<file path="config.mk">
export PLATFORM = sky130hd
export DESIGN_NAME = tvga_top
export DESIGN_NICKNAME = d
export VERILOG_FILES = /design/src/rtl/tvga_pkg.sv /design/src/rtl/tvga_top.sv /design/src/rtl/tvga_fifo.sv
export VERILOG_INCLUDE_DIRS = /design/src /design/src/rtl
export SDC_FILE = /design/constraint.sdc
export NUM_CORES = 1
export LEC_CHECK = 0
export BUFFER_PORTS_ARGS = -buffer_cell sky130_fd_sc_hd__buf_4
export CAP_MARGIN = 20
export CORE_ASPECT_RATIO = 0.7
export CORE_UTILIZATION = 60
export CTS_CLUSTER_SIZE = 28
export DETAILED_ROUTE_END_ITERATION = 12
export PLACE_DENSITY = 0.82
export SETUP_SLACK_MARGIN = 0.4
export SLEW_MARGIN = 5
export SYNTH_ARGS = -nofsm -noshare
export SYNTH_HDL_FRONTEND = slang
export SYNTH_SLANG_ARGS = --single-unit
</file>
<file path="constraint.sdc">
create_clock -name REF_CLK_I -period 7.47 [get_ports REF_CLK_I]
set_input_delay 1.1205 -clock REF_CLK_I [delete_from_list [all_inputs] [get_ports REF_CLK_I]]
set_output_delay 1.1205 -clock REF_CLK_I [all_outputs]
set_load 0.005 [all_outputs]
</file>
<file path="src/rtl/tvga_params.svh">
// constants of the terminal video gate array
// What this block does
// beeper tone is hsync rate over 20
// character clock: divide 9 or 10
// processor picks dot clock oscillator; not done here, dots always run on REF_CLK_I
// select low 80 columns, high 132
// serialise 8-bit character generator pattern
// load per character, shift MSB first
// stretch each dot's on time
// blank input forces video off
// latch per-character screen and row attributes
// presettable scan line counter for scrolling
// separate blink timing for characters, cursor
// two attribute bits pick font
// write font memory before display starts
// hold display address until bus request
// timing controller raises bus request first
// character access also addresses attribute
`ifndef TVGA_PARAMS_SVH
`define TVGA_PARAMS_SVH
// register offsets
`define TVGA_REG_CTRL 4'h0
`define TVGA_REG_SCROLL 4'h1
`define TVGA_REG_LINES 4'h2
`define TVGA_REG_FADDR 4'h3
`define TVGA_REG_FDATA 4'h4
`define TVGA_REG_STATUS 4'h5
// control field positions
`define TVGA_CTRL_BEEP 0
`define TVGA_CTRL_RELOAD 1
// attribute byte field positions
`define TVGA_ATTR_FONT_LO 0
`define TVGA_ATTR_BRIGHT 2
`define TVGA_ATTR_BLINK 3
`define TVGA_ATTR_DHIGH 4
`define TVGA_ATTR_DWIDE 5
// reset values
`define TVGA_LINES_RST 4'hb
`define TVGA_SCROLL_RST 4'h0
// timing counts
`define TVGA_DIV_132 4'h9
`define TVGA_DIV_80 4'ha
`define TVGA_BEEP_HALF 5'h0a
`define TVGA_BLINK_CHAR_BIT 5
`define TVGA_BLINK_CURS_BIT 4
`define TVGA_FIFO_DEPTH 8
`endif

</file>
<file path="src/rtl/tvga_pkg.sv">
// types shared by the terminal video gate array
package tvga_pkg;
  // one row-buffer entry: attribute and character code
  typedef struct packed {
    logic [7:0] attr;
    logic [7:0] code;
  } tvga_chr_s;
  // pins from outside the clock domain
  typedef struct packed {
    logic hsync;
    logic vsync;
    logic blank;
    logic dbreq;
    logic col132;
    logic bus_free;
    logic cpu_req;
    logic [12:0] cpu_addr;
    logic [12:0] vid_addr;
    logic [7:0] font_q;
  } tvga_pin_s;
  // font memory write/read port
  typedef struct packed {
    logic [12:0] addr;
    logic [7:0] data;
    logic we;
  } tvga_font_s;
endpackage

</file>
<file path="src/rtl/tvga_top.sv">
// terminal video gate array: clocking, dots, attributes, fonts
//
// The register addresses and strobed register access were left to the implementer.
`timescale 1ns/100ps
`include "tvga_params.svh"
module tvga_top (
  input wire logic REF_CLK_I,
  input wire logic NRST_I,
  // register port
  input wire logic [3:0] REG_ADDR_I,
  input wire logic [15:0] REG_WDATA_I,
  input wire logic REG_WR_I,
  input wire logic REG_RD_I,
  output logic [15:0] REG_RDATA_O,
  // row buffer character stream
  input wire logic [15:0] CHR_DATA_I,
  input wire logic CHR_VALID_I,
  output logic CHR_READY_O,
  // asynchronous pins
  input wire logic HSYNC_I,
  input wire logic VSYNC_I,
  input wire logic BLANK_I,
  input wire logic DISPLAY_BUS_REQUEST_I,
  input wire logic COL132_I,
  input wire logic BUS_FREE_I,
  input wire logic CPU_REQ_I,
  input wire logic [12:0] CPU_ADDR_I,
  input wire logic [12:0] VID_ADDR_I,
  input wire logic [7:0] FONT_Q_I,
  // outputs
  output logic CHARACTER_CLOCK_O,
  output logic VIDEO_O,
  output logic BRIGHT_O,
  output logic DBL_HIGH_O,
  output logic DBL_WIDE_O,
  output logic [1:0] FONT_SEL_O,
  output logic [12:0] FONT_ADDR_O,
  output logic [7:0] FONT_DATA_O,
  output logic FONT_WE_O,
  output logic BEEP_O,
  output logic CHAR_BLINK_O,
  output logic CURSOR_BLINK_O,
  output logic [12:0] MEM_ADDR_O,
  output logic MEM_VIDEO_O,
  output logic CHAR_CS_O,
  output logic ATTR_CS_O
);
  tvga_pkg::tvga_pin_s pin_raw; // gathered pins
  tvga_pkg::tvga_pin_s pin_meta_q; // first sync stage
  tvga_pkg::tvga_pin_s pin_q; // second sync stage
  tvga_pkg::tvga_chr_s fifo_out; // head of fifo
  tvga_pkg::tvga_font_s font_d; // next font port value
  logic fifo_valid; // fifo has a character
  logic fifo_pop; // take one character
  logic hs_q; // delayed hsync
  logic vs_q; // delayed vsync
  logic hs_rise; // hsync edge
  logic vs_rise; // vsync edge
  logic [3:0] div_q; // dot counter within character
  logic [3:0] div_last; // terminal count
  logic char_tick; // last dot of a character
  logic [7:0] shift_q; // dot shifter
  logic dot; // raw dot after blink
  logic dot_prev_q; // previous dot for stretching
  logic [7:0] attr_next_q; // attribute of fetched char
  logic [7:0] attr_cur_q; // attribute of shown char
  logic valid_next_q; // fetched slot holds a char
  logic valid_cur_q; // shown slot holds a char
  logic [3:0] line_q; // scan line counter
  logic [3:0] scroll_q; // scan line preset
  logic [3:0] lines_q; // last scan line of row
  logic beep_en_q; // beeper enable
  logic [4:0] beep_cnt_q; // hsync count
  logic beep_ph_q; // beeper tone phase
  logic [5:0] frame_q; // frame counter for blink
  logic [12:0] faddr_q; // font load address
  logic load_done_q; // font memory filled
  logic [12:0] vaddr_q; // held display address
  logic [15:0] rdata_d; // read mux

  // gather pins into one carrier
  assign pin_raw = '{hsync: HSYNC_I, vsync: VSYNC_I, blank: BLANK_I,
                     dbreq: DISPLAY_BUS_REQUEST_I, col132: COL132_I,
                     bus_free: BUS_FREE_I, cpu_req: CPU_REQ_I,
                     cpu_addr: CPU_ADDR_I, vid_addr: VID_ADDR_I,
                     font_q: FONT_Q_I};

  // two-stage synchroniser for every pin
  always_ff @(posedge REF_CLK_I or negedge NRST_I)
  begin
    if (!NRST_I)
    begin
      pin_meta_q <= '0;
      pin_q <= '0;
    end
    else
    begin
      pin_meta_q <= pin_raw;
      pin_q <= pin_meta_q;
    end
  end

  // edge detect on synchronised syncs
  always_ff @(posedge REF_CLK_I or negedge NRST_I)
  begin
    if (!NRST_I)
    begin
      hs_q <= 1'b0;
      vs_q <= 1'b0;
    end
    else
    begin
      hs_q <= pin_q.hsync;
      vs_q <= pin_q.vsync;
    end
  end
  assign hs_rise = pin_q.hsync & ~hs_q;
  assign vs_rise = pin_q.vsync & ~vs_q;

  // column select level
  // divisor by column mode
  assign div_last = pin_q.col132 ? (`TVGA_DIV_132 - 4'h1)
                                 : (`TVGA_DIV_80 - 4'h1);
  assign char_tick = (div_q >= div_last);

  // dot counter, one dot per reference clock
  always_ff @(posedge REF_CLK_I or negedge NRST_I)
  begin
    if (!NRST_I)
      div_q <= 4'h0;
    else if (char_tick)
      div_q <= 4'h0;
    else
      div_q <= div_q + 4'h1;
  end

  // character clock output
  always_ff @(posedge REF_CLK_I or negedge NRST_I)
  begin
    if (!NRST_I)
      CHARACTER_CLOCK_O <= 1'b0;
    else if (char_tick)
      CHARACTER_CLOCK_O <= 1'b1;
    else
      CHARACTER_CLOCK_O <= (div_q < {1'b0, div_last[3:1]});
  end

  // character stream buffer
  tvga_fifo #(
    .WIDTH(16),
    .DEPTH(`TVGA_FIFO_DEPTH)
  ) u_fifo (
    .clk_i(REF_CLK_I),
    .nrst_i(NRST_I),
    .in_data_i(CHR_DATA_I),
    .in_valid_i(CHR_VALID_I),
    .in_ready_o(CHR_READY_O),
    .out_data_o(fifo_out),
    .out_valid_o(fifo_valid),
    .out_ready_i(fifo_pop)
  );
  // no fetch until fonts loaded
  assign fifo_pop = char_tick & load_done_q;

  // attribute latches, fetch then show
  always_ff @(posedge REF_CLK_I or negedge NRST_I)
  begin
    if (!NRST_I)
    begin
      attr_next_q <= 8'h00;
      attr_cur_q <= 8'h00;
      valid_next_q <= 1'b0;
      valid_cur_q <= 1'b0;
    end
    else if (char_tick)
    begin
      attr_next_q <= fifo_out.attr;
      valid_next_q <= fifo_valid & load_done_q;
      attr_cur_q <= attr_next_q;
      valid_cur_q <= valid_next_q;
    end
  end

  // attribute outputs for shown char
  always_ff @(posedge REF_CLK_I or negedge NRST_I)
  begin
    if (!NRST_I)
    begin
      BRIGHT_O <= 1'b0;
      DBL_HIGH_O <= 1'b0;
      DBL_WIDE_O <= 1'b0;
    end
    else
    begin
      BRIGHT_O <= attr_cur_q[`TVGA_ATTR_BRIGHT] & valid_cur_q;
      DBL_HIGH_O <= attr_cur_q[`TVGA_ATTR_DHIGH] & valid_cur_q;
      DBL_WIDE_O <= attr_cur_q[`TVGA_ATTR_DWIDE] & valid_cur_q;
    end
  end

  // load once per character, MSB out first
  always_ff @(posedge REF_CLK_I or negedge NRST_I)
  begin
    if (!NRST_I)
      shift_q <= 8'h00;
    // pattern from character generator
    else if (char_tick)
      shift_q <= valid_next_q ? pin_q.font_q : 8'h00;
    else
      shift_q <= {shift_q[6:0], 1'b0};
  end

  // blink attribute suppresses dots in the off phase
  assign dot = shift_q[7] &
               ~(attr_cur_q[`TVGA_ATTR_BLINK] & ~CHAR_BLINK_O);

  // stretch each dot by one dot time
  always_ff @(posedge REF_CLK_I or negedge NRST_I)
  begin
    if (!NRST_I)
      dot_prev_q <= 1'b0;
    else
      dot_prev_q <= dot;
  end

  // video driver with blanking
  always_ff @(posedge REF_CLK_I or negedge NRST_I)
  begin
    if (!NRST_I)
      VIDEO_O <= 1'b0;
    // blank forces video off
    else if (pin_q.blank || !load_done_q)
      VIDEO_O <= 1'b0;
    else
      // stretched dot
      VIDEO_O <= dot | dot_prev_q;
  end

  // scan line counter with preset
  always_ff @(posedge REF_CLK_I or negedge NRST_I)
  begin
    if (!NRST_I)
      line_q <= `TVGA_SCROLL_RST;
    else if (vs_rise)
      line_q <= scroll_q;
    else if (hs_rise)
      line_q <= (line_q >= lines_q) ? 4'h0 : line_q + 4'h1;
  end

  // beeper: toggle every ten hsyncs
  always_ff @(posedge REF_CLK_I or negedge NRST_I)
  begin
    if (!NRST_I)
    begin
      beep_cnt_q <= 5'h00;
      beep_ph_q <= 1'b0;
      BEEP_O <= 1'b0;
    end
    else
    begin
      if (hs_rise)
      begin
        if (beep_cnt_q == `TVGA_BEEP_HALF - 5'h01)
        begin
          beep_cnt_q <= 5'h00;
          beep_ph_q <= ~beep_ph_q;
        end
        else
          beep_cnt_q <= beep_cnt_q + 5'h01;
      end
      BEEP_O <= beep_en_q & beep_ph_q;
    end
  end

  // frame counter drives two blink rates
  always_ff @(posedge REF_CLK_I or negedge NRST_I)
  begin
    if (!NRST_I)
    begin
      frame_q <= 6'h00;
      CHAR_BLINK_O <= 1'b0;
      CURSOR_BLINK_O <= 1'b0;
    end
    else
    begin
      if (vs_rise)
        frame_q <= frame_q + 6'h01;
      CHAR_BLINK_O <= frame_q[`TVGA_BLINK_CHAR_BIT];
      CURSOR_BLINK_O <= frame_q[`TVGA_BLINK_CURS_BIT];
    end
  end

  // font port: loader while filling, lookup after
  always_comb
  begin
    font_d = '{addr: FONT_ADDR_O, data: FONT_DATA_O, we: 1'b0};
    if (!load_done_q)
    begin
      // software words written in order
      if (REG_WR_I && REG_ADDR_I == `TVGA_REG_FDATA)
        font_d = '{addr: faddr_q, data: REG_WDATA_I[7:0], we: 1'b1};
    end
    else if (char_tick)
      // two attribute bits choose font
      font_d.addr = {fifo_out.attr[`TVGA_ATTR_FONT_LO+1 -:2],
                     fifo_out.code[6:0], line_q};
  end

  // font port registers
  always_ff @(posedge REF_CLK_I or negedge NRST_I)
  begin
    if (!NRST_I)
    begin
      FONT_ADDR_O <= 13'h0000;
      FONT_DATA_O <= 8'h00;
      FONT_WE_O <= 1'b0;
      FONT_SEL_O <= 2'h0;
    end
    else
    begin
      FONT_ADDR_O <= font_d.addr;
      FONT_DATA_O <= font_d.data;
      FONT_WE_O <= font_d.we;
      // font select follows shown char
      FONT_SEL_O <= attr_cur_q[`TVGA_ATTR_FONT_LO+1 -:2];
    end
  end

  // load address and done flag
  always_ff @(posedge REF_CLK_I or negedge NRST_I)
  begin
    if (!NRST_I)
    begin
      faddr_q <= 13'h0000;
      load_done_q <= 1'b0;
    end
    else if (REG_WR_I && REG_ADDR_I == `TVGA_REG_CTRL &&
             REG_WDATA_I[`TVGA_CTRL_RELOAD])
    begin
      faddr_q <= 13'h0000;
      load_done_q <= 1'b0;
    end
    else if (!load_done_q && REG_WR_I)
    begin
      if (REG_ADDR_I == `TVGA_REG_FADDR)
        faddr_q <= REG_WDATA_I[12:0];
      else if (REG_ADDR_I == `TVGA_REG_FDATA)
      begin
        faddr_q <= faddr_q + 13'h0001;
        if (faddr_q == 13'h1fff)
          load_done_q <= 1'b1;
      end
    end
  end

  // software control registers
  always_ff @(posedge REF_CLK_I or negedge NRST_I)
  begin
    if (!NRST_I)
    begin
      beep_en_q <= 1'b0;
      scroll_q <= `TVGA_SCROLL_RST;
      lines_q <= `TVGA_LINES_RST;
    end
    else if (REG_WR_I)
    begin
      unique case (REG_ADDR_I)
        `TVGA_REG_CTRL: beep_en_q <= REG_WDATA_I[`TVGA_CTRL_BEEP];
        `TVGA_REG_SCROLL: scroll_q <= REG_WDATA_I[3:0];
        `TVGA_REG_LINES: lines_q <= REG_WDATA_I[3:0];
        default: ;
      endcase
    end
  end

  // read mux; unmapped reads zero
  always_comb
  begin
    rdata_d = 16'h0000;
    unique case (REG_ADDR_I)
      `TVGA_REG_CTRL: rdata_d = {15'h0000, beep_en_q};
      `TVGA_REG_SCROLL: rdata_d = {12'h000, scroll_q};
      `TVGA_REG_LINES: rdata_d = {12'h000, lines_q};
      `TVGA_REG_FADDR: rdata_d = {3'h0, faddr_q};
      `TVGA_REG_STATUS: rdata_d = {8'h00, line_q, 2'h0,
                                   pin_q.col132, load_done_q};
      default: rdata_d = 16'h0000;
    endcase
  end

  // read data one cycle after strobe only
  always_ff @(posedge REF_CLK_I or negedge NRST_I)
  begin
    if (!NRST_I)
      REG_RDATA_O <= 16'h0000;
    else
      REG_RDATA_O <= REG_RD_I ? rdata_d : 16'h0000;
  end

  // hold display address until request
  always_ff @(posedge REF_CLK_I or negedge NRST_I)
  begin
    if (!NRST_I)
      vaddr_q <= 13'h0000;
    else if (!pin_q.dbreq)
      vaddr_q <= pin_q.vid_addr;
  end

  // display memory address drive
  always_ff @(posedge REF_CLK_I or negedge NRST_I)
  begin
    if (!NRST_I)
    begin
      MEM_ADDR_O <= 13'h0000;
      MEM_VIDEO_O <= 1'b0;
      CHAR_CS_O <= 1'b0;
      ATTR_CS_O <= 1'b0;
    end
    // drive held address once bus free
    else if (pin_q.dbreq && pin_q.bus_free)
    begin
      MEM_ADDR_O <= vaddr_q;
      MEM_VIDEO_O <= 1'b1;
      CHAR_CS_O <= 1'b1;
      ATTR_CS_O <= 1'b1;
    end
    else
    begin
      MEM_ADDR_O <= pin_q.cpu_addr;
      MEM_VIDEO_O <= 1'b0;
      // attribute selected with character
      CHAR_CS_O <= pin_q.cpu_req;
      ATTR_CS_O <= pin_q.cpu_req;
    end
  end
endmodule

</file>
<file path="src/rtl/tvga_fifo.sv">
// small synchronous fifo with valid/ready on both sides
`timescale 1ns/100ps
module tvga_fifo #(
  parameter int WIDTH = 16,
  parameter int DEPTH = 8
) (
  input wire logic clk_i,
  input wire logic nrst_i,
  input wire logic [WIDTH-1:0] in_data_i,
  input wire logic in_valid_i,
  output logic in_ready_o,
  output logic [WIDTH-1:0] out_data_o,
  output logic out_valid_o,
  input wire logic out_ready_i
);
  localparam int AW = $clog2(DEPTH);
  logic [WIDTH-1:0] mem_q [DEPTH];
  logic [AW-1:0] wr_q;
  logic [AW-1:0] rd_q;
  logic [AW:0] cnt_q;
  logic push;
  logic pop;
  // handshakes on each side
  assign push = in_valid_i & in_ready_o;
  assign pop = out_valid_o & out_ready_i;
  assign out_data_o = mem_q[rd_q];
  // storage write
  always_ff @(posedge clk_i)
  begin
    if (push)
      mem_q[wr_q] <= in_data_i;
  end
  // pointers and fill level
  always_ff @(posedge clk_i or negedge nrst_i)
  begin
    if (!nrst_i)
    begin
      wr_q <= '0;
      rd_q <= '0;
      cnt_q <= '0;
    end
    else
    begin
      if (push)
        wr_q <= (wr_q == AW'(DEPTH - 1)) ? '0 : wr_q + 1'b1;
      if (pop)
        rd_q <= (rd_q == AW'(DEPTH - 1)) ? '0 : rd_q + 1'b1;
      if (push && !pop)
        cnt_q <= cnt_q + 1'b1;
      else if (pop && !push)
        cnt_q <= cnt_q - 1'b1;
    end
  end
  // full and empty from a registered level
  always_ff @(posedge clk_i or negedge nrst_i)
  begin
    if (!nrst_i)
    begin
      in_ready_o <= 1'b1;
      out_valid_o <= 1'b0;
    end
    else
    begin
      if (push && !pop)
      begin
        in_ready_o <= (cnt_q != (AW+1)'(DEPTH - 1));
        out_valid_o <= 1'b1;
      end
      else if (pop && !push)
      begin
        in_ready_o <= 1'b1;
        out_valid_o <= (cnt_q != (AW+1)'(1));
      end
    end
  end
endmodule

</file>
# Word-level counts from Yosys, hierarchy flattened
# Memory sizes are Yosys's and may differ from the RTL's.
# Index checks and enable logic that the tools add are counted.
# word_totals
regBits	238
ram_bits	128
in_bits	82
output_inout_bits	65
wordCells	170
memories	1
# classes
n_addsub	9
n_lt_le_gt_ge	3
eq_ne	13
n_mux	38
bitwise	19
n_reduce_logical	27
# mem_list
memory	depth	word_bits	read_ports	rd_ports_with_merged_regs	wr	line	text
u_fifo.mem_q	8	16	1	0	1	tvga_fifo.sv:17	logic [WIDTH-1:0] mem_q [DEPTH];
# ops
operator	count
two-way mux 13 bit	7
one-hot mux 13 bit (5 select lines)	1
two-way mux 4 bit	6
two-way mux 22 bit	1
two-way mux 1 bit	17
two-way mux 16 bit	1
two-way mux 8 bit	2
AND reduction 2 bit	7
adder 13 x 1 -> 13 bit, second input constant	1
== test 13 bit, second input constant	1
adder 4 x 1 -> 4 bit, second input constant	3
bitwise AND 1 bit	12
nonzero test 2 bit	6
== test 4 x 2 -> 1 bit, second input constant	2
== test 4 x 3 -> 1 bit, second input constant	2
>= comparator 4 bit	2
logical AND 1 bit	7
adder 3 x 1 -> 3 bit, second input constant	2
adder 6 x 1 -> 6 bit, second input constant	1
== test 3 bit, second input constant	2
two-way mux 3 bit	2
NOT 1 bit	6
adder 5 x 1 -> 5 bit, second input constant	1
== test 5 x 4 -> 1 bit, second input constant	1
other kinds (13)	16

# Logic depth before layout (Yosys ltp)
# Gate-level depths: netlist (run 1).
# logic_depth
ltp_word	7
depth_mapped	10
depth_no_buf	8

# Hierarchy
# Synthesis (run 1) repeated with hierarchy kept, for this count alone.
# hier_totals
hier_cells	856
area_unflattened_um2	13818.3
# modules_own_cells
mod	instances	cells_each	area_per_inst_um2	seq_area_each_um2
tvga_top	1	603	8210.4	5584.1
tvga_fifo	1	253	5607.9	4145.2

# Least setup slack after synthesis (run 1)
# Ideal clock, no wire load.
# synth_timing
path_type	input port to flip-flop
start	input port CHR_VALID_I
end	memory u_fifo.mem_q[0][0] (enable)
setup_ns	0.400
arrival_ns	2.484
t_required_ns	7.070
slack_ns	4.586
cell_stages	3
path_buffers	0
path_cell_list	nand2_1 -> or2_2 -> nor3_1
# synth_between
elab_chain_cells	3
# synth_rtl
element	line	text
start, declared	tvga_top.sv:17	input wire logic CHR_VALID_I,
bitwise AND 1 bit	tvga_fifo.sv:24	assign push = in_valid_i & in_ready_o;
two-way mux 1 bit	tvga_fifo.sv:30	if (push)
two-way mux 1 bit (implied by the code)	tvga_fifo.sv:31	mem_q[wr_q] <= in_data_i;
end, declared	tvga_fifo.sv:17	
# Every way passes these cells.

# Worst setup path in the final report (run 1)
# layout_timing
start	register load_done_q
end	register u_fifo.out_valid_o
# layout_between
elab_chain_cells	5
word_cells_on_any_way	7
classes_between	mux: 1; bitwise: 2; reduce/logical: 4
# layout_rtl
element	line	text
start, declared	tvga_top.sv:77	logic load_done_q;
start signal, assigned	tvga_top.sv:335	load_done_q <= 1'b0;
start signal, assigned	tvga_top.sv:341	load_done_q <= 1'b0;
start signal, assigned	tvga_top.sv:351	load_done_q <= 1'b1;
bitwise AND 1 bit (*)	tvga_top.sv:163	assign fifo_pop = char_tick & load_done_q;
bitwise AND 1 bit (*)	tvga_fifo.sv:25	assign pop = out_valid_o & out_ready_i;
zero test 1 bit	tvga_fifo.sv:64	if (push && !pop)
logical AND 1 bit	tvga_fifo.sv:64	
two-way mux 1 bit or nonzero test 2 bit (tied branches)	-	
end signal, assigned	tvga_fifo.sv:72	out_valid_o <= (cnt_q != (AW+1)'(1));
end, declared	tvga_fifo.sv:13	output logic out_valid_o,
# Mark *: on every way between the ends. The rest lies on a longest branch, timed or not.
# A chain may end at the register's enable or synchronous reset.

==> impl_metrics.json, run 1 <==
{
  "outcome": "finished, final reports clean",
  "syn-cell-area_um2": 12710,
  "synthArstFlopShare_pct": 69.32,
  "slowest_stage": "or4b_2",
  "startpoint": "load_done_q$_DFFE_PN0P_",
  "grt_first_pass_wirelength_um": 38230,
  "portBuffers": 137,
  "cts_tree": "yes",
  "design.core.area_um2": 20750,
  "syn_inst": 851,
  "max_stage_delay_ps": 630,
  "slew_violations": 0,
  "routed_via_density": 5.728,
  "grt_usage_pct": 23.09,
  "synth_seq_cells": 339,
  "powerDensity_nw_per_um2": 293.7,
  "drc": 0,
  "crit_buf_inv": 0,
  "crit_arrival_ps": 3160,
  "grt_max_degree": 88,
  "drtIter0Drc": 699,
  "rows": 44,
  "clock_latency_ps": 550,
  "worst_pin_slew_ps": 1154,
  "postRouteAntennaNets": 0,
  "critPathLaunchType": "flip-flop",
  "routedWlPerCell_um": 19.20,
  "r2r-start": "load_done_q$_DFFE_PN0P_",
  "cts_hold_buf": 0,
  "cp_top_family": "simple AND/OR/NAND/NOR gates",
  "yosys_warnings": 0,
  "min_from": "pin_meta_q[37]$_DFF_PN0_",
  "layout_common_cells": "dfrtp_1, buf_4, nand2_1",
  "nets": 1093,
  "cts_resized": 0,
  "fmax_mhz": 365.2,
  "cp-end-kind": "flip-flop",
  "htree_levels": 1,
  "fin_crit_ps": 2738,
  "clk_pin_slew_ps": 60,
  "die_area_um2": 21780,
  "synth.distinct_cells": 64,
  "cts_root_buf": "clkbuf_16",
  "leakage_nw": 6.406,
  "crit_chain": "and2_1, nand3_1, ha_1, or4b_2, mux2_2",
  "setup_viol": 0,
  "met3_usage_pct": 4.274,
  "postSynthAreaPerCell_um2": 14.94,
  "crit_fanout": 8,
  "irDropWorstVdd_mv": 0.2233,
  "grt_use_met1_pct": 35.02,
  "final_common_cell": "dfrtp_1",
  "rsz0062_at_grt": "no",
  "skew_ps": 12.93,
  "hold_violations": 0,
  "syn2layout_area_growth_pct": 17.20,
  "antenna_found_initial": 0,
  "die_y_um": 123.8,
  "cts-buffers-inserted": 29,
  "ys.flop_type": "dfrtp_1",
  "grt-ovfl-total": 0,
  "grt.busiest_layer": "met1",
  "slew_headroom_pct": 22.55,
  "synth_edf_count": 104,
  "hp-class": "reg -> reg",
  "wirelength_um": 24730,
  "clk_path_buf_depth": 3,
  "critical_path_class": "reg -> reg",
  "p_total_mw": 4.376,
  "use_met2_pct": 34.73,
  "firstDrtPassIters": 5,
  "place.gp.congestion": 0.8586,
  "finalSetupTns_ps": 0,
  "post-cts-setup-buffer-count": 0,
  "drive_gt1_share_pct": 27.87,
  "ios": 147,
  "cts.sinks": 339,
  "num_vias": 7378,
  "hold_ws_ps": 348.9,
  "initial_core_util_pct": 61.24,
  "ys_seq_area_share_pct": 70.87,
  "grt_pass1_vias": 7103,
  "antenna_cells": 0,
  "fin_crit_sh_pct": 36.65,
  "dpl.hpwl_um": 15500,
  "cp.required_ps": 7890,
  "die_w_um": 176.0,
  "drv_cap": 0
}
path summary, 6_finish.rpt:
kind / slack (ps) / cells past startpoint / end
min in group asynchronous: 540 / 1 / beep_cnt_q[4]$_DFFE_PN0P_
worst max-delay path: 4730 / 5 / u_fifo.out_valid_o$_DFFE_PN0P_
worst max register to register: 4730 / 5 / u_fifo.out_valid_o$_DFFE_PN0P_
max in group asynchronous: 5620 / 2 / faddr_q[2]$_DFFE_PN0P_
worst min-delay path: 350 / 0 / pin_q[37]$_DFF_PN0_
worst min register to register: 350 / 0 / pin_q[37]$_DFF_PN0_
cells by family after synthesis:
group / count (synthesis) / synth area share [%]
compound gates: 108 / 5.758
flops: 339 / 70.87
xor+xnor: 12 / 0.8268
buf+inv: 59 / 2.412
fa+ha+maj: 20 / 1.969
other cells: 1 / 0.02950
mux: 77 / 9.026
simple gates: 235 / 9.105
state kept, by name, indices dropped and copies added, names as in the netlist, 8 cells and up:
name,cells
FONT_ADDR_O,13
shift_q,8
u_fifo.mem_q,104
vaddr_q,13
MEM_ADDR_O,13
FONT_DATA_O,8
pin_q,41
REG_RDATA_O,13
faddr_q,13
pin_meta_q,41
layout make-up:
type / count / area [µm²]
clock buffers: 48 / 884.6
clock inverters: 4 / 26.28
fillers: 1301 / 5858
inverters: 18 / 67.56
multi-input cells: 455 / 3426
flip-flops and latches: 339 / 9009
well taps: 276 / 345.3
repair buffers: 148 / 1139
power breakdown:
group          leakage [nW]  internal, mW  switching [mW]
clock network         0.452         0.805           0.630
registers              3.85          2.19           0.177
logic                  2.11         0.275           0.303
Yosys cell counts (3+ instances only):
cell type | n | area (µm²)
xor2_1 | 5 | 43.79
o21ai_0 | 26 | 130.1
nand3_1 | 19 | 95.09
nand4_1 | 5 | 31.28
mux2_2 | 41 | 461.7
xnor2_1 | 7 | 61.31
and3b_1 | 3 | 26.28
nand2b_1 | 7 | 43.79
nor2b_1 | 3 | 18.77
ha_1 | 20 | 250.2
clkbuf_1 | 12 | 45.04
mux4_2 | 26 | 585.6
a21oi_1 | 10 | 50.05
nand2_1 | 111 | 416.7
nor4_1 | 7 | 43.79
buf_4 | 8 | 60.06
edfxtp_1 | 104 | 3123
a22oi_1 | 31 | 232.7
or3_1 | 3 | 18.77
a21o_1 | 5 | 37.54
and3_1 | 9 | 56.30
nor3b_1 | 3 | 22.52
nor3_1 | 10 | 50.05
o211ai_1 | 3 | 22.52
inv_1 | 17 | 63.81
a31oi_1 | 4 | 25.02
dfstp_2 | 4 | 105.1
nor2_1 | 32 | 120.1
and2_1 | 6 | 37.54
buf_2 | 12 | 60.06
o2bb2ai_1 | 6 | 52.55
dfrtp_1 | 231 | 5781
mux2i_1 | 10 | 100.1
buf_6 | 5 | 56.30
o22ai_1 | 7 | 43.79
nor3b_2 | 3 | 37.54
metrics by stage:
stage | util [%] | instance area (µm²) | cells | worst slack [ps]
floorplan | - | 12720 | 853 | 4586
detailed placement | 67.25 | 13960 | 1235 | 4518
global placement | 67.25 | 13960 | 1235 | 4529
finish | 71.77 | 14900 | 1288 | 4732
global route | 71.77 | 14900 | 1288 | 4588
CTS | 71.64 | 14870 | 1287 | 4752
per-layer routing:
metal	routed length, µm	share of wire (%)
met5	0	0
met4	529	2.1
met3	1638	6.6
met2	11440	46
met1	11120	45
(Power assumes the default switching activity.)
==> inputs of run 2 (changes only) <==
--- a/config.mk
+++ b/config.mk
@@ -9,10 +9,10 @@
 export BUFFER_PORTS_ARGS = -buffer_cell sky130_fd_sc_hd__buf_4
 export CAP_MARGIN = 20
 export CORE_ASPECT_RATIO = 0.7
-export CORE_UTILIZATION = 60
+export CORE_UTILIZATION = 52
 export CTS_CLUSTER_SIZE = 28
 export DETAILED_ROUTE_END_ITERATION = 12
-export PLACE_DENSITY = 0.82
+export PLACE_DENSITY = 0.75
 export SETUP_SLACK_MARGIN = 0.4
 export SLEW_MARGIN = 5
 export SYNTH_ARGS = -nofsm -noshare
==> constraint.sdc (replaced) <==
create_clock -name REF_CLK_I -period 2.4 [get_ports REF_CLK_I]
set_input_delay 0.36 -clock REF_CLK_I [delete_from_list [all_inputs] [get_ports REF_CLK_I]]
set_output_delay 0.36 -clock REF_CLK_I [all_outputs]
set_load 0.005 [all_outputs]
==> run 2 against run 1 <==
Global-route usage shrank 1.1 points. Total power grew to 3.4 times the previous value. Sequential power grew to 3.1 times the previous value. Critical endpoint is now u_fifo.cnt_q[3]$_DFFE_PN0P_.
==> impl_metrics.json, run 2 (synthesized netlist as in run 1, its figures left out) <==
{
  "outcome": "finished, final reports clean",
  "fmax_mhz": 488.9,
  "slowest_stage": "or4b_4",
  "slew_headroom_pct": 53.14,
  "largest_reg_flops": 104,
  "place.gp.congestion": 0.8743,
  "slew_violations": 0,
  "initial_core_util_pct": 53.37,
  "crit_buf_inv": 1,
  "grt_usage_pct": 21.97,
  "cp.depth": 8,
  "routedWlPerCell_um": 19.19,
  "cts_root_buf": "clkbuf_16",
  "skew_ps": 18.66,
  "placed_area_um2": 14220,
  "die_w_um": 188.9,
  "drtIter0Drc": 601,
  "ios": 147,
  "fin_crit_sh_pct": 85.22,
  "die_area_um2": 25080,
  "clk_pin_slew_ps": 60,
  "antenna_cells": 0,
  "routed_via_density": 5.423,
  "clk_path_buf_depth": 3,
  "top_regs": "u_fifo.mem_q (104), pin_meta_q (41), pin_q (41)",
  "critical_path_class": "reg -> reg",
  "drc": 0,
  "nets": 1163,
  "layout_common_cells": "dfrtp_1, buf_4, nand2_1",
  "fin_crit_ps": 2045,
  "firstDrtPassIters": 6,
  "max_stage_delay_ps": 520,
  "setup_viol": 0,
  "finalSetupTns_ps": 0,
  "dpl.hpwl_um": 17360,
  "fin_ws_ps": 354.8,
  "cp.required_ps": 2890,
  "portBuffers": 137,
  "cts-buffers-inserted": 31,
  "drv_cap": 0,
  "p_total_mw": 14.69,
  "worst_pin_slew_ps": 701.1,
  "antenna_found_initial": 0,
  "cts.sinks": 339,
  "regMostFlops": "u_fifo.mem_q",
  "clock_latency_ps": 580,
  "leakage_nw": 6.846,
  "hp-class": "in -> reg",
  "syn2layout_area_growth_pct": 25.64,
  "num_vias": 7614,
  "wirelength_um": 26950,
  "crit_chain": "inv_1, ha_1, or4b_4, nand3_4, ha_4, nand4_1, a21oi_2, xor2_1",
  "grt_pass1_vias": 7624,
  "cts_tree": "yes",
  "critPathCapture": "u_fifo.cnt_q[3]$_DFFE_PN0P_",
  "die_y_um": 132.8,
  "grt-ovfl-total": 0,
  "grt_max_degree": 73,
  "final_area_um2": 15970,
  "crit_arrival_ps": 2540,
  "drive_gt1_share_pct": 30.76,
  "powerDensity_nw_per_um2": 920.1,
  "cp_top_family": "simple AND/OR/NAND/NOR gates",
  "postRouteAntennaNets": 0,
  "grt_first_pass_wirelength_um": 42200,
  "regToRegSetupSlack_ps": 350,
  "place_ws_ps": 121.5,
  "rsz0062_at_grt": "yes",
  "critPathLaunchType": "flip-flop",
  "r2r-start": "div_q[0]$_DFF_PN0_",
  "rows": 47,
  "r2r-end": "u_fifo.cnt_q[3]$_DFFE_PN0P_",
  "fill_cells": 1610,
  "crit_fanout": 5,
  "startpoint": "div_q[0]$_DFF_PN0_",
  "hold_violations": 0,
  "irDropWorstVdd_mv": 1.040,
  "htree_levels": 1,
  "cp-end-kind": "flip-flop",
  "reg2reg_depth": 8,
  "design.core.area_um2": 23820,
  "final_common_cell": "dfrtp_1"
}
-- run 2: changes by cell type in the layout (fill, tap and decap cells not counted), sizes merged --
cell / delta
clkinv: +8
bufinv: +5
buf: +22
clkbuf: -7
inv: -1
dlygate4sd3: +45
clkinvlp: +2
-- run 2: through the flow --
| step | instances | hold slack [ps] | utilization, % |
|---|---|---|---|
| after floorplan | 853 | 64.41 | - |
| after global placement | 1293 | 331.2 | 59.71 |
| after detailed placement | 1293 | 334.7 | 59.71 |
| after CTS | 1402 | 1.930 | 66.71 |
| after global routing | 1404 | 3.528 | 67.06 |
| final | 1404 | 23.13 | 67.06 |
-- run 2: how the worst min path moves through the flow --
stage	startpoint	end	slack (ps)	cells after the start
2_1_floorplan	NRST_I	ATTR_CS_O$_DFF_PN0_	60	0
3_3_place_gp	pin_meta_q[24]$_DFF_PN0_	pin_q[24]$_DFF_PN0_	330	0
3_5_place_dp	pin_meta_q[10]$_DFF_PN0_	pin_q[10]$_DFF_PN0_	330	0
4_1_cts	CHR_DATA_I[5]	u_fifo.mem_q[2][5]$_DFFE_PP_	2	1
5_1_grt	CHR_DATA_I[6]	u_fifo.mem_q[6][6]$_DFFE_PP_	4	1
6_report	CHR_DATA_I[6]	u_fifo.mem_q[3][6]$_DFFE_PP_	20	1
-- run 2: cell type report --
class                           count  area (µm²)  area share (%)
Multi-Input combinational cell    455        3556           22.27
Clock inverter                     18       241.5           1.512
Tap cell                          318       397.9           2.491
Timing Repair Buffer              216        1829           11.45
Sequential cell                   339        9009           56.41
Clock buffer                       40       869.6           5.445
Inverter                           18       67.56          0.4231
-- run 2: layer usage --
metal  part of all wire, %  up-vias  track usage, %  wire length [µm]
met5                     0        -               0                 0
met4                   2.4        0           5.556               637
met3                   6.9       50           4.430              1851
met2                    45      300           33.64             12210
met1                    45     3771           32.51             12250
li1                      -     3493               -                 -
-- run 2: power by group --
| part | internal [mW] | switching (mW) |
|---|---|---|
| Sequential | 6.80 | 0.545 |
| Clock | 3.11 | 2.16 |
| Combinational | 1.02 | 1.06 |
| Total | 10.9 | 3.76 |
-- run 2: what timing repair did --
action	4_1_cts	5_1_grt
pin swaps	12	6
gates cloned	0	1
endpoints found under the hold margin	112	0
setup endpoints to repair	25	31
setup buffers	6	1
hold buffers	45	0
gates resized for setup	15	11
==> inputs of run 3 (changes only) <==
--- a/config.mk
+++ b/config.mk
@@ -9,6 +9,7 @@
 export BUFFER_PORTS_ARGS = -buffer_cell sky130_fd_sc_hd__buf_4
 export CAP_MARGIN = 20
 export CORE_ASPECT_RATIO = 0.7
+export CORE_MARGIN = 3
 export CORE_UTILIZATION = 52
 export CTS_CLUSTER_SIZE = 28
 export DETAILED_ROUTE_END_ITERATION = 12
==> run 3 against run 2 <==
Critical path depth is 1 lower. Critical endpoint is now u_fifo.out_valid_o$_DFFE_PN0P_. Via count is 0.66% higher. Utilization is 0.45 points lower. Setup slack worse by 36 ps. Largest power group unchanged. Sequential share of layout area is 0.39 points higher. Global-route usage is 0.95 points lower. Count of clock-buffer cells in the layout is 5 higher. Sequential power hardly changed. Cell count is 0.28% lower. Total power is 1.6% lower.
==> impl_metrics.json, run 3 (synthesized netlist as in run 1, its figures left out) <==
{
  "hp-class": "in -> reg",
  "drive_gt1_share_pct": 29.94,
  "die_y_um": 136.8,
  "routed_via_density": 5.474,
  "regMostFlops": "u_fifo.mem_q",
  "combPwrFrac_pct": 14.4,
  "finalSetupTns_ps": 0,
  "place_ws_ps": 170.8,
  "fin_crit_ps": 2082,
  "fin_crit_sh_pct": 86.74,
  "p_int_mw": 10.79,
  "final_cells": 1400,
  "critical_path_class": "reg -> reg",
  "cts-buffers-inserted": 31,
  "min_path_cells": 3,
  "placed_area_um2": 14250,
  "p_total_mw": 14.46,
  "initial_core_util_pct": 53.37,
  "place.gp.congestion": 0.8492,
  "grt_usage_pct": 21.02,
  "clock_latency_ps": 560,
  "firstDrtPassIters": 5,
  "die_w_um": 192.9,
  "seqPwrFrac_pct": 50.9,
  "fin_ws_ps": 318.3,
  "skew_ps": 14.17,
  "rows": 47,
  "slowest_stage": "or4b_2",
  "final_area_um2": 15860,
  "final_core_util_pct": 66.60,
  "layout_common_cells": "dfrtp_1, buf_4, nand2_1",
  "top_regs": "u_fifo.mem_q (104), pin_meta_q (41), pin_q (41)",
  "ios": 147,
  "fill_cells": 1631,
  "design.core.area_um2": 23820,
  "cp_top_family": "simple AND/OR/NAND/NOR gates",
  "grt-ovfl-total": 0,
  "nets": 1162,
  "crit_arrival_ps": 2520,
  "slew_headroom_pct": 52.69,
  "final_common_cell": "dfrtp_1",
  "hold_violations": 0,
  "dpl.hpwl_um": 17580,
  "reg2reg_depth": 7,
  "cts_tree": "yes",
  "regToRegSetupSlack_ps": 320,
  "max_stage_delay_ps": 620,
  "r2r-end": "u_fifo.out_valid_o$_DFFE_PN0P_",
  "r2r-start": "pin_q[36]$_DFF_PN0_",
  "cp-end-kind": "flip-flop",
  "cts.sinks": 339,
  "fmax_mhz": 480.4,
  "min_from": "REG_WDATA_I[6]",
  "switching_share_pct": 25.41,
  "rsz0062_at_grt": "yes",
  "setup_viol": 0,
  "routedWlPerCell_um": 19.61,
  "portBuffers": 137,
  "slew_violations": 0,
  "grt_max_degree": 77,
  "hold_ws_ps": 32.71,
  "holdPathEnd": "FONT_DATA_O[6]$_DFFE_PN0P_",
  "cp.required_ps": 2840,
  "powerDensity_nw_per_um2": 911.6,
  "cts_root_buf": "clkbuf_16",
  "wirelength_um": 27450,
  "leakage_nw": 6.791,
  "crit_buf_inv": 1,
  "htree_levels": 1,
  "grt_first_pass_wirelength_um": 42930,
  "critPathLaunchType": "flip-flop",
  "clk_path_buf_depth": 3,
  "crit_fanout": 3,
  "crit_chain": "inv_1, ha_1, or4b_4, nand3_4, ha_4, or4b_2, mux2_2",
  "drtIter0Drc": 582,
  "die_area_um2": 26390,
  "p_switching_mw": 3.674,
  "drv_cap": 0,
  "syn2layout_area_growth_pct": 24.80,
  "antenna_cells": 0,
  "clk_pin_slew_ps": 70,
  "outcome": "finished, final reports clean",
  "irDropWorstVdd_mv": 0.6418,
  "drc": 0,
  "antenna_found_initial": 0,
  "postRouteAntennaNets": 0,
  "grt_pass1_vias": 7575,
  "largest_reg_flops": 104,
  "worst_pin_slew_ps": 708.0,
  "pwr-share-clk_pct": 34.8,
  "dp_cells": 1296,
  "num_vias": 7664
}
==> run 3: changes by cell type in the layout (fill, tap and decap cells not counted), moves of 2 or more <==
cell           delta
a22oi_1           +5
a22oi_2           -5
clkbuf_1          +6
clkinv_2          -5
dlygate4sd3_1     -3
inv_6             +2
==> run 3: worst max path at each step <==
stage,startpoint,endpoint,slack [ps],cells after the start
final,pin_q[36]$_DFF_PN0_,u_fifo.out_valid_o$_DFFE_PN0P_,320,7
after floorplan,div_q[0]$_DFF_PN0_,u_fifo.out_valid_o$_DFFE_PN0P_,190,8
after global placement,div_q[0]$_DFF_PN0_,u_fifo.out_valid_o$_DFFE_PN0P_,200,7
after CTS,pin_q[36]$_DFF_PN0_,u_fifo.out_valid_o$_DFFE_PN0P_,320,7
after detailed placement,pin_q[36]$_DFF_PN0_,u_fifo.out_valid_o$_DFFE_PN0P_,170,7
after global routing,pin_q[36]$_DFF_PN0_,u_fifo.out_valid_o$_DFFE_PN0P_,260,7
==> run 3: worst min-delay path, delay by kind of cell <==
family / cells / cell delay, ps
simple gates: 2 / 100
buf+inv: 1 / 100
==> run 3: cell type report <==
| type | instances | area [µm²] | share of cell area (%) |
|---|---|---|---|
| repair buffers | 215 | 1822 | 11.48 |
| clock buffers | 45 | 878.3 | 5.537 |
| flip-flops and latches | 339 | 9010 | 56.80 |
| clock inverters | 10 | 156.4 | 0.9860 |
| well taps | 318 | 397.9 | 2.508 |
| inverters | 18 | 67.56 | 0.4259 |
| multi-input cells | 455 | 3531 | 22.26 |
==> run 3: repair_timing <==
action / in CTS / in global routing
buffers inserted: 4 / 2
hold buffers: 42 / 0
pin swaps: 3 / 3
gates resized for setup: 7 / 13
hold endpoints to repair: 111 / 0
setup endpoints to repair: 21 / 34
gates cloned: 0 / 1
==> run 3: power groups by stage <==
stage	combinational, mW	sequential, mW	clock [mW]
after floorplan	1.14	7.29	0
after CTS	2.02	7.34	5.10
after global placement	1.84	7.41	0
after detailed placement	1.91	7.44	0
after global routing	2.34	7.45	5.38
final	2.08	7.36	5.03
==> run 3: per-layer routing <==
layer | global-route usage [%] | vias up | wire length, µm
met3 | 4.071 | 58 | 1973
met4 | 4.893 | 0 | 584
met5 | 0 | - | 0
met2 | 31.96 | 232 | 12460
li1 | - | 3498 | -
met1 | 31.85 | 3876 | 12430
